[src/bsim_pkg.sv]
package bsim_pkg;

	////////////////////////////////////////////////////////////////////////
	// sizes
	localparam int NUM_PE = 8;
	localparam int PPI_W = 16;
	localparam int SGI_NUM = 8;
	localparam int MSI_ID_W = 16;
	localparam int INTX_W = 4;
	localparam int PE_CNT_W = 5;
	localparam logic [PE_CNT_W-1:0] V2_MAX_PE = 5'h08;
	localparam logic [3:0] SGI_LIMIT = 4'h8;

	////////////////////////////////////////////////////////////////////////
	// private interrupt identifiers, private window starts at 16
	localparam logic [4:0] PPI_BASE = 5'h10;
	localparam logic [4:0] ID_NS_PHYS_TMR = 5'h1e;
	localparam logic [4:0] ID_SEC_PHYS_TMR = 5'h1d;
	localparam logic [4:0] ID_NS_EL2_VIRT_TMR = 5'h1c;
	localparam logic [4:0] ID_VIRT_TMR = 5'h1b;
	localparam logic [4:0] ID_NS_EL2_PHYS_TMR = 5'h1a;
	localparam logic [4:0] ID_MAINT = 5'h19;
	localparam logic [4:0] ID_CROSS_TRIG = 5'h18;
	localparam logic [4:0] ID_PMU = 5'h17;
	localparam logic [4:0] ID_DEBUG_COMM = 5'h16;
	localparam logic [4:0] ID_PROF_BUF = 5'h15;
	localparam logic [4:0] ID_SEL2_PHYS_TMR = 5'h14;
	localparam logic [4:0] ID_SEL2_VIRT_TMR = 5'h13;

	////////////////////////////////////////////////////////////////////////
	// modes and states
	typedef enum logic [1:0] {
		ARCH_V2 = 2'b00,
		ARCH_V2M = 2'b01,
		ARCH_V3 = 2'b10,
		ARCH_RSVD = 2'b11
	} bsim_arch_t;

	typedef enum logic [1:0] {
		CFG_RESET = 2'b00,
		CFG_CHECK = 2'b01,
		CFG_RUN = 2'b10,
		CFG_FAULT = 2'b11
	} bsim_cfg_state_t;

	////////////////////////////////////////////////////////////////////////
	// bit of the private vector that an identifier lands on
	function automatic logic [PPI_W-1:0] bsim_ppi_onehot(
		input logic [4:0] id
	);
		logic [4:0] ofs;
		ofs = id - PPI_BASE;
		bsim_ppi_onehot = 16'h0001 << ofs[3:0];
	endfunction : bsim_ppi_onehot

	// flat index of a software interrupt pending bit
	function automatic logic [5:0] bsim_sgi_idx(
		input logic [2:0] pe,
		input logic [2:0] id
	);
		bsim_sgi_idx = {pe, id};
	endfunction : bsim_sgi_idx

endpackage : bsim_pkg

[src/bsim_ppi_map.sv]
module bsim_ppi_map
	import bsim_pkg::*;
(
	input wire logic i_clk,
	input wire logic i_srst,
	input wire logic i_prof_en,
	input wire logic i_sel2_en,
	input wire logic i_ns_el2_virt_en,
	input wire logic i_ns_phys_timer_irq,
	input wire logic i_virt_timer_irq,
	input wire logic i_cross_trigger_irq,
	input wire logic i_pmu_irq,
	input wire logic i_debug_comm_channel_irq,
	input wire logic i_profiling_buffer_irq,
	input wire logic i_ns_el2_virt_timer_irq,
	input wire logic i_ns_el2_phys_timer_irq,
	input wire logic i_maint_irq,
	input wire logic i_secure_phys_timer_irq,
	input wire logic i_secure_el2_phys_timer_irq,
	input wire logic i_secure_el2_virt_timer_irq,
	output logic [PPI_W-1:0] o_ppi
);

	typedef struct packed {
		logic [PPI_W-1:0] ppi;
	} bsim_map_t;

	bsim_map_t q;
	bsim_map_t next_q;

	// each level source onto its own private line
	always_comb begin
		next_q = q;
		next_q.ppi = '0;
		if (i_ns_phys_timer_irq) next_q.ppi |= bsim_ppi_onehot(ID_NS_PHYS_TMR);
		if (i_virt_timer_irq) next_q.ppi |= bsim_ppi_onehot(ID_VIRT_TMR);
		if (i_cross_trigger_irq) next_q.ppi |= bsim_ppi_onehot(ID_CROSS_TRIG);
		if (i_pmu_irq) next_q.ppi |= bsim_ppi_onehot(ID_PMU);
		if (i_debug_comm_channel_irq) next_q.ppi |= bsim_ppi_onehot(ID_DEBUG_COMM);
		if (i_profiling_buffer_irq && i_prof_en) next_q.ppi |= bsim_ppi_onehot(ID_PROF_BUF);
		if (i_ns_el2_virt_timer_irq && i_ns_el2_virt_en) next_q.ppi |= bsim_ppi_onehot(ID_NS_EL2_VIRT_TMR);
		if (i_ns_el2_phys_timer_irq) next_q.ppi |= bsim_ppi_onehot(ID_NS_EL2_PHYS_TMR);
		if (i_maint_irq) next_q.ppi |= bsim_ppi_onehot(ID_MAINT);
		if (i_secure_phys_timer_irq) next_q.ppi |= bsim_ppi_onehot(ID_SEC_PHYS_TMR);
		if (i_secure_el2_phys_timer_irq && i_sel2_en) next_q.ppi |= bsim_ppi_onehot(ID_SEL2_PHYS_TMR);
		if (i_secure_el2_virt_timer_irq && i_sel2_en) next_q.ppi |= bsim_ppi_onehot(ID_SEL2_VIRT_TMR);
	end

	// register the private lines
	always_ff @(posedge i_clk) begin
		if (i_srst) begin
			q <= '0;
		end else begin
			q <= next_q;
		end
	end

	assign o_ppi = q.ppi;
endmodule : bsim_ppi_map

[src/bsim_sgi_bank.sv]
module bsim_sgi_bank
	import bsim_pkg::*;
(
	input wire logic i_clk,
	input wire logic i_srst,
	input wire logic i_set_valid,
	input wire logic [2:0] i_set_id,
	input wire logic [NUM_PE-1:0] i_set_targets,
	input wire logic i_clr_valid,
	input wire logic [2:0] i_clr_pe,
	input wire logic [2:0] i_clr_id,
	output logic [NUM_PE*SGI_NUM-1:0] o_pend
);

	typedef struct packed {
		logic [NUM_PE*SGI_NUM-1:0] pend;
	} bsim_bank_t;

	bsim_bank_t q;
	bsim_bank_t next_q;

	// clear first so a same-cycle set wins
	always_comb begin
		next_q = q;
		if (i_clr_valid) begin
			next_q.pend[bsim_sgi_idx(i_clr_pe, i_clr_id)] = 1'b0;
		end
		for (int p = 0; p < NUM_PE; p++) begin
			if (i_set_valid && i_set_targets[p]) begin
				next_q.pend[bsim_sgi_idx(3'(p), i_set_id)] = 1'b1;
			end
		end
	end

	always_ff @(posedge i_clk) begin
		if (i_srst) begin
			q <= '0;
		end else begin
			q <= next_q;
		end
	end

	assign o_pend = q.pend;
endmodule : bsim_sgi_bank

[src/bsim_top.sv]
// Operation
// - present v2, v2 with frames, or v3
// - v2 limited to eight elements, no pcie
// - v3 without translation only without pcie
// - pcie with v3 needs translation, locality
// - v3 supports both security states
// - v3 pcie messages go to locality
// - legacy pcie lines delivered as levels
// - eight non-secure software interrupts, ids 0-7
// - listed sources use private lines only
// - private lines sit in ids 16-31
// - physical timer 30, virtual timer 27
// - cross trigger on line 24
// - performance monitor overflow on line 23
// - debug channel on line 22
// - profiling buffer on line 21 if present
// - el2 virtual timer 28 on 8.1
// - el2 physical timer on line 26
// - maintenance interrupt on line 25
// - secure physical timer on line 29
// - secure el2 timers on 20, 19
// - monitor overflow unique line, no logic
module bsim_top
	import bsim_pkg::*;
(
	input wire logic I_CLK,
	input wire logic I_SRST,
	input wire logic [1:0] I_ARCH_SEL,
	input wire logic I_HAS_PCIE,
	input wire logic I_HAS_MSG_TRANSLATION_SERVICE,
	input wire logic [PE_CNT_W-1:0] I_PE_COUNT,
	input wire logic I_PROF_PRESENT,
	input wire logic I_SEL2_PRESENT,
	input wire logic I_PE_V81,
	input wire logic [NUM_PE-1:0] I_NS_PHYS_TIMER_IRQ,
	input wire logic [NUM_PE-1:0] I_VIRT_TIMER_IRQ,
	input wire logic [NUM_PE-1:0] I_CROSS_TRIGGER_IRQ,
	input wire logic [NUM_PE-1:0] I_PMU_OVERFLOW_IRQ,
	input wire logic [NUM_PE-1:0] I_DEBUG_COMM_CHANNEL_IRQ,
	input wire logic [NUM_PE-1:0] I_PROFILING_BUFFER_IRQ,
	input wire logic [NUM_PE-1:0] I_NS_EL2_VIRT_TIMER_IRQ,
	input wire logic [NUM_PE-1:0] I_NS_EL2_PHYS_TIMER_IRQ,
	input wire logic [NUM_PE-1:0] I_MAINT_IRQ,
	input wire logic [NUM_PE-1:0] I_SECURE_PHYS_TIMER_IRQ,
	input wire logic [NUM_PE-1:0] I_SECURE_EL2_PHYS_TIMER_IRQ,
	input wire logic [NUM_PE-1:0] I_SECURE_EL2_VIRT_TIMER_IRQ,
	input wire logic I_SGI_VALID,
	input wire logic [3:0] I_SGI_ID,
	input wire logic [NUM_PE-1:0] I_SGI_TARGETS,
	input wire logic I_SGI_ACK_VALID,
	input wire logic [2:0] I_SGI_ACK_PE,
	input wire logic [2:0] I_SGI_ACK_ID,
	input wire logic I_MSI_VALID,
	input wire logic [MSI_ID_W-1:0] I_MSI_DATA,
	input wire logic [INTX_W-1:0] I_INTX,
	output logic [NUM_PE*PPI_W-1:0] O_PPI_LEVEL,
	output logic [NUM_PE*SGI_NUM-1:0] O_SGI_PEND,
	output logic O_SGI_REJECT,
	output logic O_MSI_SPI_VALID,
	output logic [MSI_ID_W-1:0] O_MSI_SPI_ID,
	output logic O_MSI_LPI_VALID,
	output logic [MSI_ID_W-1:0] O_MSI_LPI_ID,
	output logic O_MSI_DROP,
	output logic [INTX_W-1:0] O_INTX_LEVEL,
	output logic O_CFG_VALID,
	output logic O_CFG_FAULT,
	output logic O_SEC_TWO_STATES
);

	////////////////////////////////////////////////////////////////////////
	// state

	typedef struct packed {
		bsim_cfg_state_t st;
		bsim_arch_t arch;
		logic pcie;
		logic mts;
		logic [PE_CNT_W-1:0] pe_cnt;
		logic prof;
		logic sel2;
		logic v81;
		logic sgi_reject;
		logic spi_valid;
		logic [MSI_ID_W-1:0] spi_id;
		logic lpi_valid;
		logic [MSI_ID_W-1:0] lpi_id;
		logic drop;
		logic [INTX_W-1:0] intx;
		logic cfg_valid;
		logic cfg_fault;
		logic sec_two;
	} bsim_top_t;

	bsim_top_t q;
	bsim_top_t next_q;

	logic cfg_ok;
	logic sgi_in_range;
	logic running;

	////////////////////////////////////////////////////////////////////////
	// configuration checks on latched straps

	always_comb begin
		cfg_ok = 1'b0;
		unique case (q.arch)
			ARCH_V2: begin
				cfg_ok = (q.pe_cnt <= V2_MAX_PE) && !q.pcie;
			end
			ARCH_V2M: begin
				cfg_ok = (q.pe_cnt <= V2_MAX_PE);
			end
			ARCH_V3: begin
				cfg_ok = !q.pcie || q.mts;
			end
			ARCH_RSVD: begin
				cfg_ok = 1'b0;
			end
		endcase
	end

	assign running = (q.st == CFG_RUN);
	assign sgi_in_range = (I_SGI_ID < SGI_LIMIT);

	////////////////////////////////////////////////////////////////////////
	// next state

	always_comb begin
		next_q = q;
		next_q.sgi_reject = 1'b0;
		next_q.spi_valid = 1'b0;
		next_q.lpi_valid = 1'b0;
		next_q.drop = 1'b0;
		// configuration sequence
		unique case (q.st)
			CFG_RESET: begin
				// straps caught on the first edge after release
				next_q.arch = bsim_arch_t'(I_ARCH_SEL);
				next_q.pcie = I_HAS_PCIE;
				next_q.mts = I_HAS_MSG_TRANSLATION_SERVICE;
				next_q.pe_cnt = I_PE_COUNT;
				next_q.prof = I_PROF_PRESENT;
				next_q.sel2 = I_SEL2_PRESENT;
				next_q.v81 = I_PE_V81;
				next_q.st = CFG_CHECK;
			end
			CFG_CHECK: begin
				if (cfg_ok) begin
					next_q.st = CFG_RUN;
					next_q.cfg_valid = 1'b1;
					next_q.sec_two = (q.arch == ARCH_V3);
				end else begin
					next_q.st = CFG_FAULT;
					next_q.cfg_fault = 1'b1;
				end
			end
			CFG_RUN: begin
				next_q.st = CFG_RUN;
			end
			CFG_FAULT: begin
				next_q.st = CFG_FAULT;
			end
		endcase
		// software interrupt range check
		if (I_SGI_VALID && !sgi_in_range) begin
			next_q.sgi_reject = 1'b1;
		end
		// message interrupt routing
		if (I_MSI_VALID) begin
			if (running && q.pcie && q.arch == ARCH_V3 && q.mts) begin
				next_q.lpi_valid = 1'b1;
				next_q.lpi_id = I_MSI_DATA;
			end else if (running && q.pcie && q.arch == ARCH_V2M) begin
				next_q.spi_valid = 1'b1;
				next_q.spi_id = I_MSI_DATA;
			end else begin
				next_q.drop = 1'b1;
			end
		end
		// legacy lines follow their source level
		if (running && q.pcie) begin
			next_q.intx = I_INTX;
		end else begin
			next_q.intx = '0;
		end
	end

	////////////////////////////////////////////////////////////////////////
	// registers

	always_ff @(posedge I_CLK) begin
		if (I_SRST) begin
			q <= '0;
		end else begin
			q <= next_q;
		end
	end

	////////////////////////////////////////////////////////////////////////
	// private lines, one mapper per element

	for (genvar g = 0; g < NUM_PE; g++) begin : g_pe
		bsim_ppi_map u_map (
			.i_clk(I_CLK),
			.i_srst(I_SRST),
			.i_prof_en(q.prof),
			.i_sel2_en(q.sel2),
			.i_ns_el2_virt_en(q.v81),
			.i_ns_phys_timer_irq(I_NS_PHYS_TIMER_IRQ[g]),
			.i_virt_timer_irq(I_VIRT_TIMER_IRQ[g]),
			.i_cross_trigger_irq(I_CROSS_TRIGGER_IRQ[g]),
			.i_pmu_irq(I_PMU_OVERFLOW_IRQ[g]),
			.i_debug_comm_channel_irq(I_DEBUG_COMM_CHANNEL_IRQ[g]),
			.i_profiling_buffer_irq(I_PROFILING_BUFFER_IRQ[g]),
			.i_ns_el2_virt_timer_irq(I_NS_EL2_VIRT_TIMER_IRQ[g]),
			.i_ns_el2_phys_timer_irq(I_NS_EL2_PHYS_TIMER_IRQ[g]),
			.i_maint_irq(I_MAINT_IRQ[g]),
			.i_secure_phys_timer_irq(I_SECURE_PHYS_TIMER_IRQ[g]),
			.i_secure_el2_phys_timer_irq(I_SECURE_EL2_PHYS_TIMER_IRQ[g]),
			.i_secure_el2_virt_timer_irq(I_SECURE_EL2_VIRT_TIMER_IRQ[g]),
			.o_ppi(O_PPI_LEVEL[g*PPI_W +: PPI_W])
		);
	end

	////////////////////////////////////////////////////////////////////////
	// software generated interrupts

	bsim_sgi_bank u_sgi (
		.i_clk(I_CLK),
		.i_srst(I_SRST),
		.i_set_valid(I_SGI_VALID && sgi_in_range),
		.i_set_id(I_SGI_ID[2:0]),
		.i_set_targets(I_SGI_TARGETS),
		.i_clr_valid(I_SGI_ACK_VALID),
		.i_clr_pe(I_SGI_ACK_PE),
		.i_clr_id(I_SGI_ACK_ID),
		.o_pend(O_SGI_PEND)
	);

	////////////////////////////////////////////////////////////////////////
	// outputs

	assign O_SGI_REJECT = q.sgi_reject;
	assign O_MSI_SPI_VALID = q.spi_valid;
	assign O_MSI_SPI_ID = q.spi_id;
	assign O_MSI_LPI_VALID = q.lpi_valid;
	assign O_MSI_LPI_ID = q.lpi_id;
	assign O_MSI_DROP = q.drop;
	assign O_INTX_LEVEL = q.intx;
	assign O_CFG_VALID = q.cfg_valid;
	assign O_CFG_FAULT = q.cfg_fault;
	assign O_SEC_TWO_STATES = q.sec_two;
endmodule : bsim_top

[config.mk]
export PLATFORM = sky130hd
export DESIGN_NAME = bsim_top
export DESIGN_NICKNAME = d
export VERILOG_FILES = /design/src/bsim_pkg.sv /design/src/bsim_ppi_map.sv /design/src/bsim_sgi_bank.sv /design/src/bsim_top.sv
export SDC_FILE = /design/constraint.sdc
export NUM_CORES = 1
export LEC_CHECK = 0
export BUFFER_PORTS_ARGS = -buffer_cell sky130_fd_sc_hd__buf_2
export CAP_MARGIN = 20
export CORE_AREA = 2 2 148 150
export CTS_CLUSTER_DIAMETER = 40
export DETAILED_ROUTE_END_ITERATION = 8
export DIE_AREA = 0 0 150 152
export HOLD_SLACK_MARGIN = 0.12
export PLACE_DENSITY = 0.72
export SETUP_SLACK_MARGIN = 0.3
export SLEW_MARGIN = 20
export SYNTH_ARGS = -nofsm -noshare
export SYNTH_HDL_FRONTEND = slang
export SYNTH_SLANG_ARGS = --single-unit
export TNS_END_PERCENT = 5
[constraint.sdc]
create_clock -name I_CLK -period 1.64 [get_ports I_CLK]
set_clock_uncertainty 0.2 [all_clocks]
set_input_delay 0.328 -clock I_CLK [delete_from_list [all_inputs] [get_ports I_CLK]]
set_output_delay 0.328 -clock I_CLK [all_outputs]
set_load 0.01 [all_outputs]
==> reports/metrics.yaml <==
run_status: "completed"
yosys_warnings: 0
synth_ff_type: "dfxtp_1"
worst_pin_slew_ns: 0.500
drive_above_1_share: 0.372
syn_inst: 819
clock-sinks: 217
coreArea_um2: 21400
clockBufferDepth: 3
place_congestion: 0.843
grt_max_degree: 62
finalSetupViolCount: 0
path_clk_slew_ns: 0.06
initial_core_util: 0.358
wire_per_inst_um: 17.5
pwr-share-comb: 0.106
drt_iter0_markers: 411
dr.pass1.iters: 5
relSlewSlack: 0.665
hold_class: "primary input to flop"
synth_top_area_cell: "dfxtp_1"
dp_hpwl_mm: 17.6
rr_endpoint: "O_MSI_SPI_ID[4]$_SDFFE_PP0P_"
pwr-share-seq: 0.421
dieArea_um2: 22800
drv_slew: 0
cp.arrival_ns: 1.80
p_sw_frac: 0.240
cts_tree: "done"
num_vias: 7547
critical-path-max-stage-delay_ns: 0.31
ys_ff_latch: 217
antenna_found_initial: 1
ir_drop_mv: 0.675
switchingPower_mw: 3.16
setup.worst_path.end_class: "flop"
die_height_um: 152
p_leak_nw: 5.77
antenna_left: 0
power.internal_mw: 10.0
hold_viol: 0
gr-total-overflow: 0
clk_latency_ns: 0.52
worstSetupStartpoint: "q[55]$_SDFF_PP0_"
power_density_nw_per_um2: 1070
ff2ff_setup_slack_ns: 0.09
nNetsFinal: 1466
ios: 386
timing.setup.tns_ns: 0
p_clk_frac: 0.473
synth.top_cell.area_share: 0.568
r2r-start: "q[55]$_SDFF_PP0_"
r2r_cells: 5
die_w_um: 150
fin_crit_sh: 0.946
crit_required_ns: 1.89
synth_area_um2: 7650
vias_per_cell: 4.67
grt_pass1_vias: 7575
fp-row-count: 54
numCtsBuffers: 29
crit_fanout: 8
totalWireLength_mm: 28.3
dp_slack_ns: -0.0621
rsz0062_at_grt: "true"
drv_cap: 0
synth.distinct_cells: 36
cp_cell_sequence: "and3b_2, and3_4, bufbuf_16, nand2_1, a21oi_2"
yosysSeqAreaShare: 0.568
area_growth_pct: 60.4
cp-start-kind: "flop"
ys_async_sr_fraction: 0
netlist_top_cells_area: "dfxtp_1, buf_4, nand2_1"
final_common_cell: "buf_2"
root_buffer: "clkbuf_16"
fmax_ghz: 0.645
fin_ws_ns: 0.0888
drc: 0
numPortBuffers: 353
grt_pass1_wl_mm: 41.3
crit_path_end: "O_MSI_SPI_ID[4]$_SDFFE_PP0P_"
avgSynthCellArea_um2: 9.35
critical_path_class: "flop to flop"
final_cell_mix: "buf_2, dfxtp_1, dlygate4sd3_1"
critPathSlowestCell: "dfxtp_2"
synth_edf_count: 0
htree_levels: 1
min_period_ns: 1.55
grt_usage: 0.231
synth_stat cells (2+ instances only):
| cell type | instances |
|---|---|
| and3b_1 | 2 |
| clkbuf_1 | 28 |
| o31ai_1 | 2 |
| nand2_1 | 128 |
| nor2b_1 | 73 |
| a21oi_1 | 93 |
| mux2i_1 | 17 |
| nand3b_1 | 3 |
| dfxtp_1 | 217 |
| buf_6 | 3 |
| nor3b_2 | 3 |
| nor2_1 | 28 |
| nor3_1 | 2 |
| and3_1 | 2 |
| buf_1 | 2 |
| buf_4 | 69 |
| buf_2 | 11 |
| o21ai_0 | 63 |
| nand3_1 | 6 |
| and2_1 | 44 |
| or3b_2 | 2 |
| nand2b_1 | 7 |
power by group through the flow:
| stage | combinational [mW] | sequential [mW] | clock, mW |
|---|---|---|---|
| 2_1_floorplan | 0.463 | 5.71 | 0 |
| 3_3_place_gp | 0.991 | 5.64 | 0 |
| 3_5_place_dp | 1.01 | 5.64 | 0 |
| 4_1_cts | 1.33 | 5.53 | 6.32 |
| 5_1_grt | 1.49 | 5.56 | 6.55 |
| 6_report | 1.39 | 5.55 | 6.23 |
sequential cells by signal (all words and copies together) (netlist names):
register          count
O_INTX_LEVEL          4
O_MSI_LPI_VALID       1
u_sgi.o_pend         64
O_MSI_SPI_ID         16
g_pe.u_map.o_ppi     96
O_MSI_LPI_ID         16
O_CFG_FAULT           1
O_CFG_VALID           1
O_SEC_TWO_STATES      1
O_MSI_DROP            1
O_MSI_SPI_VALID       1
q                    14
O_SGI_REJECT          1
logic make-up (layout without fill, tap and decap cells):
family | count (synthesis) | in the layout | synth area share
mux | 17 | 17 | 0.0222
compound gates | 162 | 162 | 0.108
flops | 217 | 217 | 0.568
simple gates | 308 | 308 | 0.207
other cells | 1 | 33 | 0.000490
buf+inv | 114 | 598 | 0.0945
metrics by stage:
stage / instance area, µm² / util / hold WS, ns / cells / total power, mW
after global placement: 9550 / 0.447 / 0.236 / 1410 / 6.63
after global routing: 12300 / 0.575 / 0.0445 / 1615 / 13.6
after CTS: 12100 / 0.569 / 0.0138 / 1605 / 13.2
final: 12300 / 0.575 / 0.0361 / 1615 / 13.2
after floorplan: 7770 / - / 0.232 / 850 / 6.17
after detailed placement: 9550 / 0.447 / 0.244 / 1410 / 6.65
area by class of cell:
type	instances	area, µm²
tap	280	350
timing repair buffer	547	3800
fill	1768	9070
clock inverter	14	191
inverter	1	3.75
multi-input combinational	519	2790
clock buffer	36	772
sequential	217	4370
antenna	1	2.50
worst max-delay path: cells and delay by family (launching register included):
kind	cells	cell delay, ns
AO/OA/AOI/OAI	1	0.12
buffers and inverters	1	0.27
AND/OR/NAND/NOR	3	0.59
flip-flops	1	0.31
per-layer routing:
layer  global-route usage  vias to the layer above  share of wire
met5                    0                        -              0
met4                0.124                        0          0.056
met3               0.0598                       98          0.097
met2                0.407                      411           0.49
met1                0.251                     3475           0.36
li1                     -                     3563              -
timing repair:
item | 4_1_cts | 5_1_grt
resized for setup | 54 | 9
buffers inserted | 4 | 3
pin swaps | 8 | 3
hold endpoints to repair | 201 | 44
gates cloned | 1 | 1
endpoints found under the setup margin | 259 | 276
hold buffers | 140 | 5
worst min path at each step:
stage	slack (ns)	endpoint	start	cells after the start
after floorplan	0.23	q[43]$_SDFFE_PP0N_	q[43]$_SDFFE_PP0N_	2
after CTS	0.01	q[52]$_SDFFE_PP0N_	I_SRST	3
final	0.04	q[52]$_SDFFE_PP0N_	I_SRST	3
after global placement	0.24	q[43]$_SDFFE_PP0N_	q[43]$_SDFFE_PP0N_	2
after global routing	0.04	g_pe[1].u_map.o_ppi[4]$_SDFF_PP0_	I_SRST	3
after detailed placement	0.24	O_MSI_SPI_ID[0]$_SDFFE_PP0P_	O_MSI_SPI_ID[0]$_SDFFE_PP0P_	2
No activity file was read; power rests on OpenSTA's default activity.
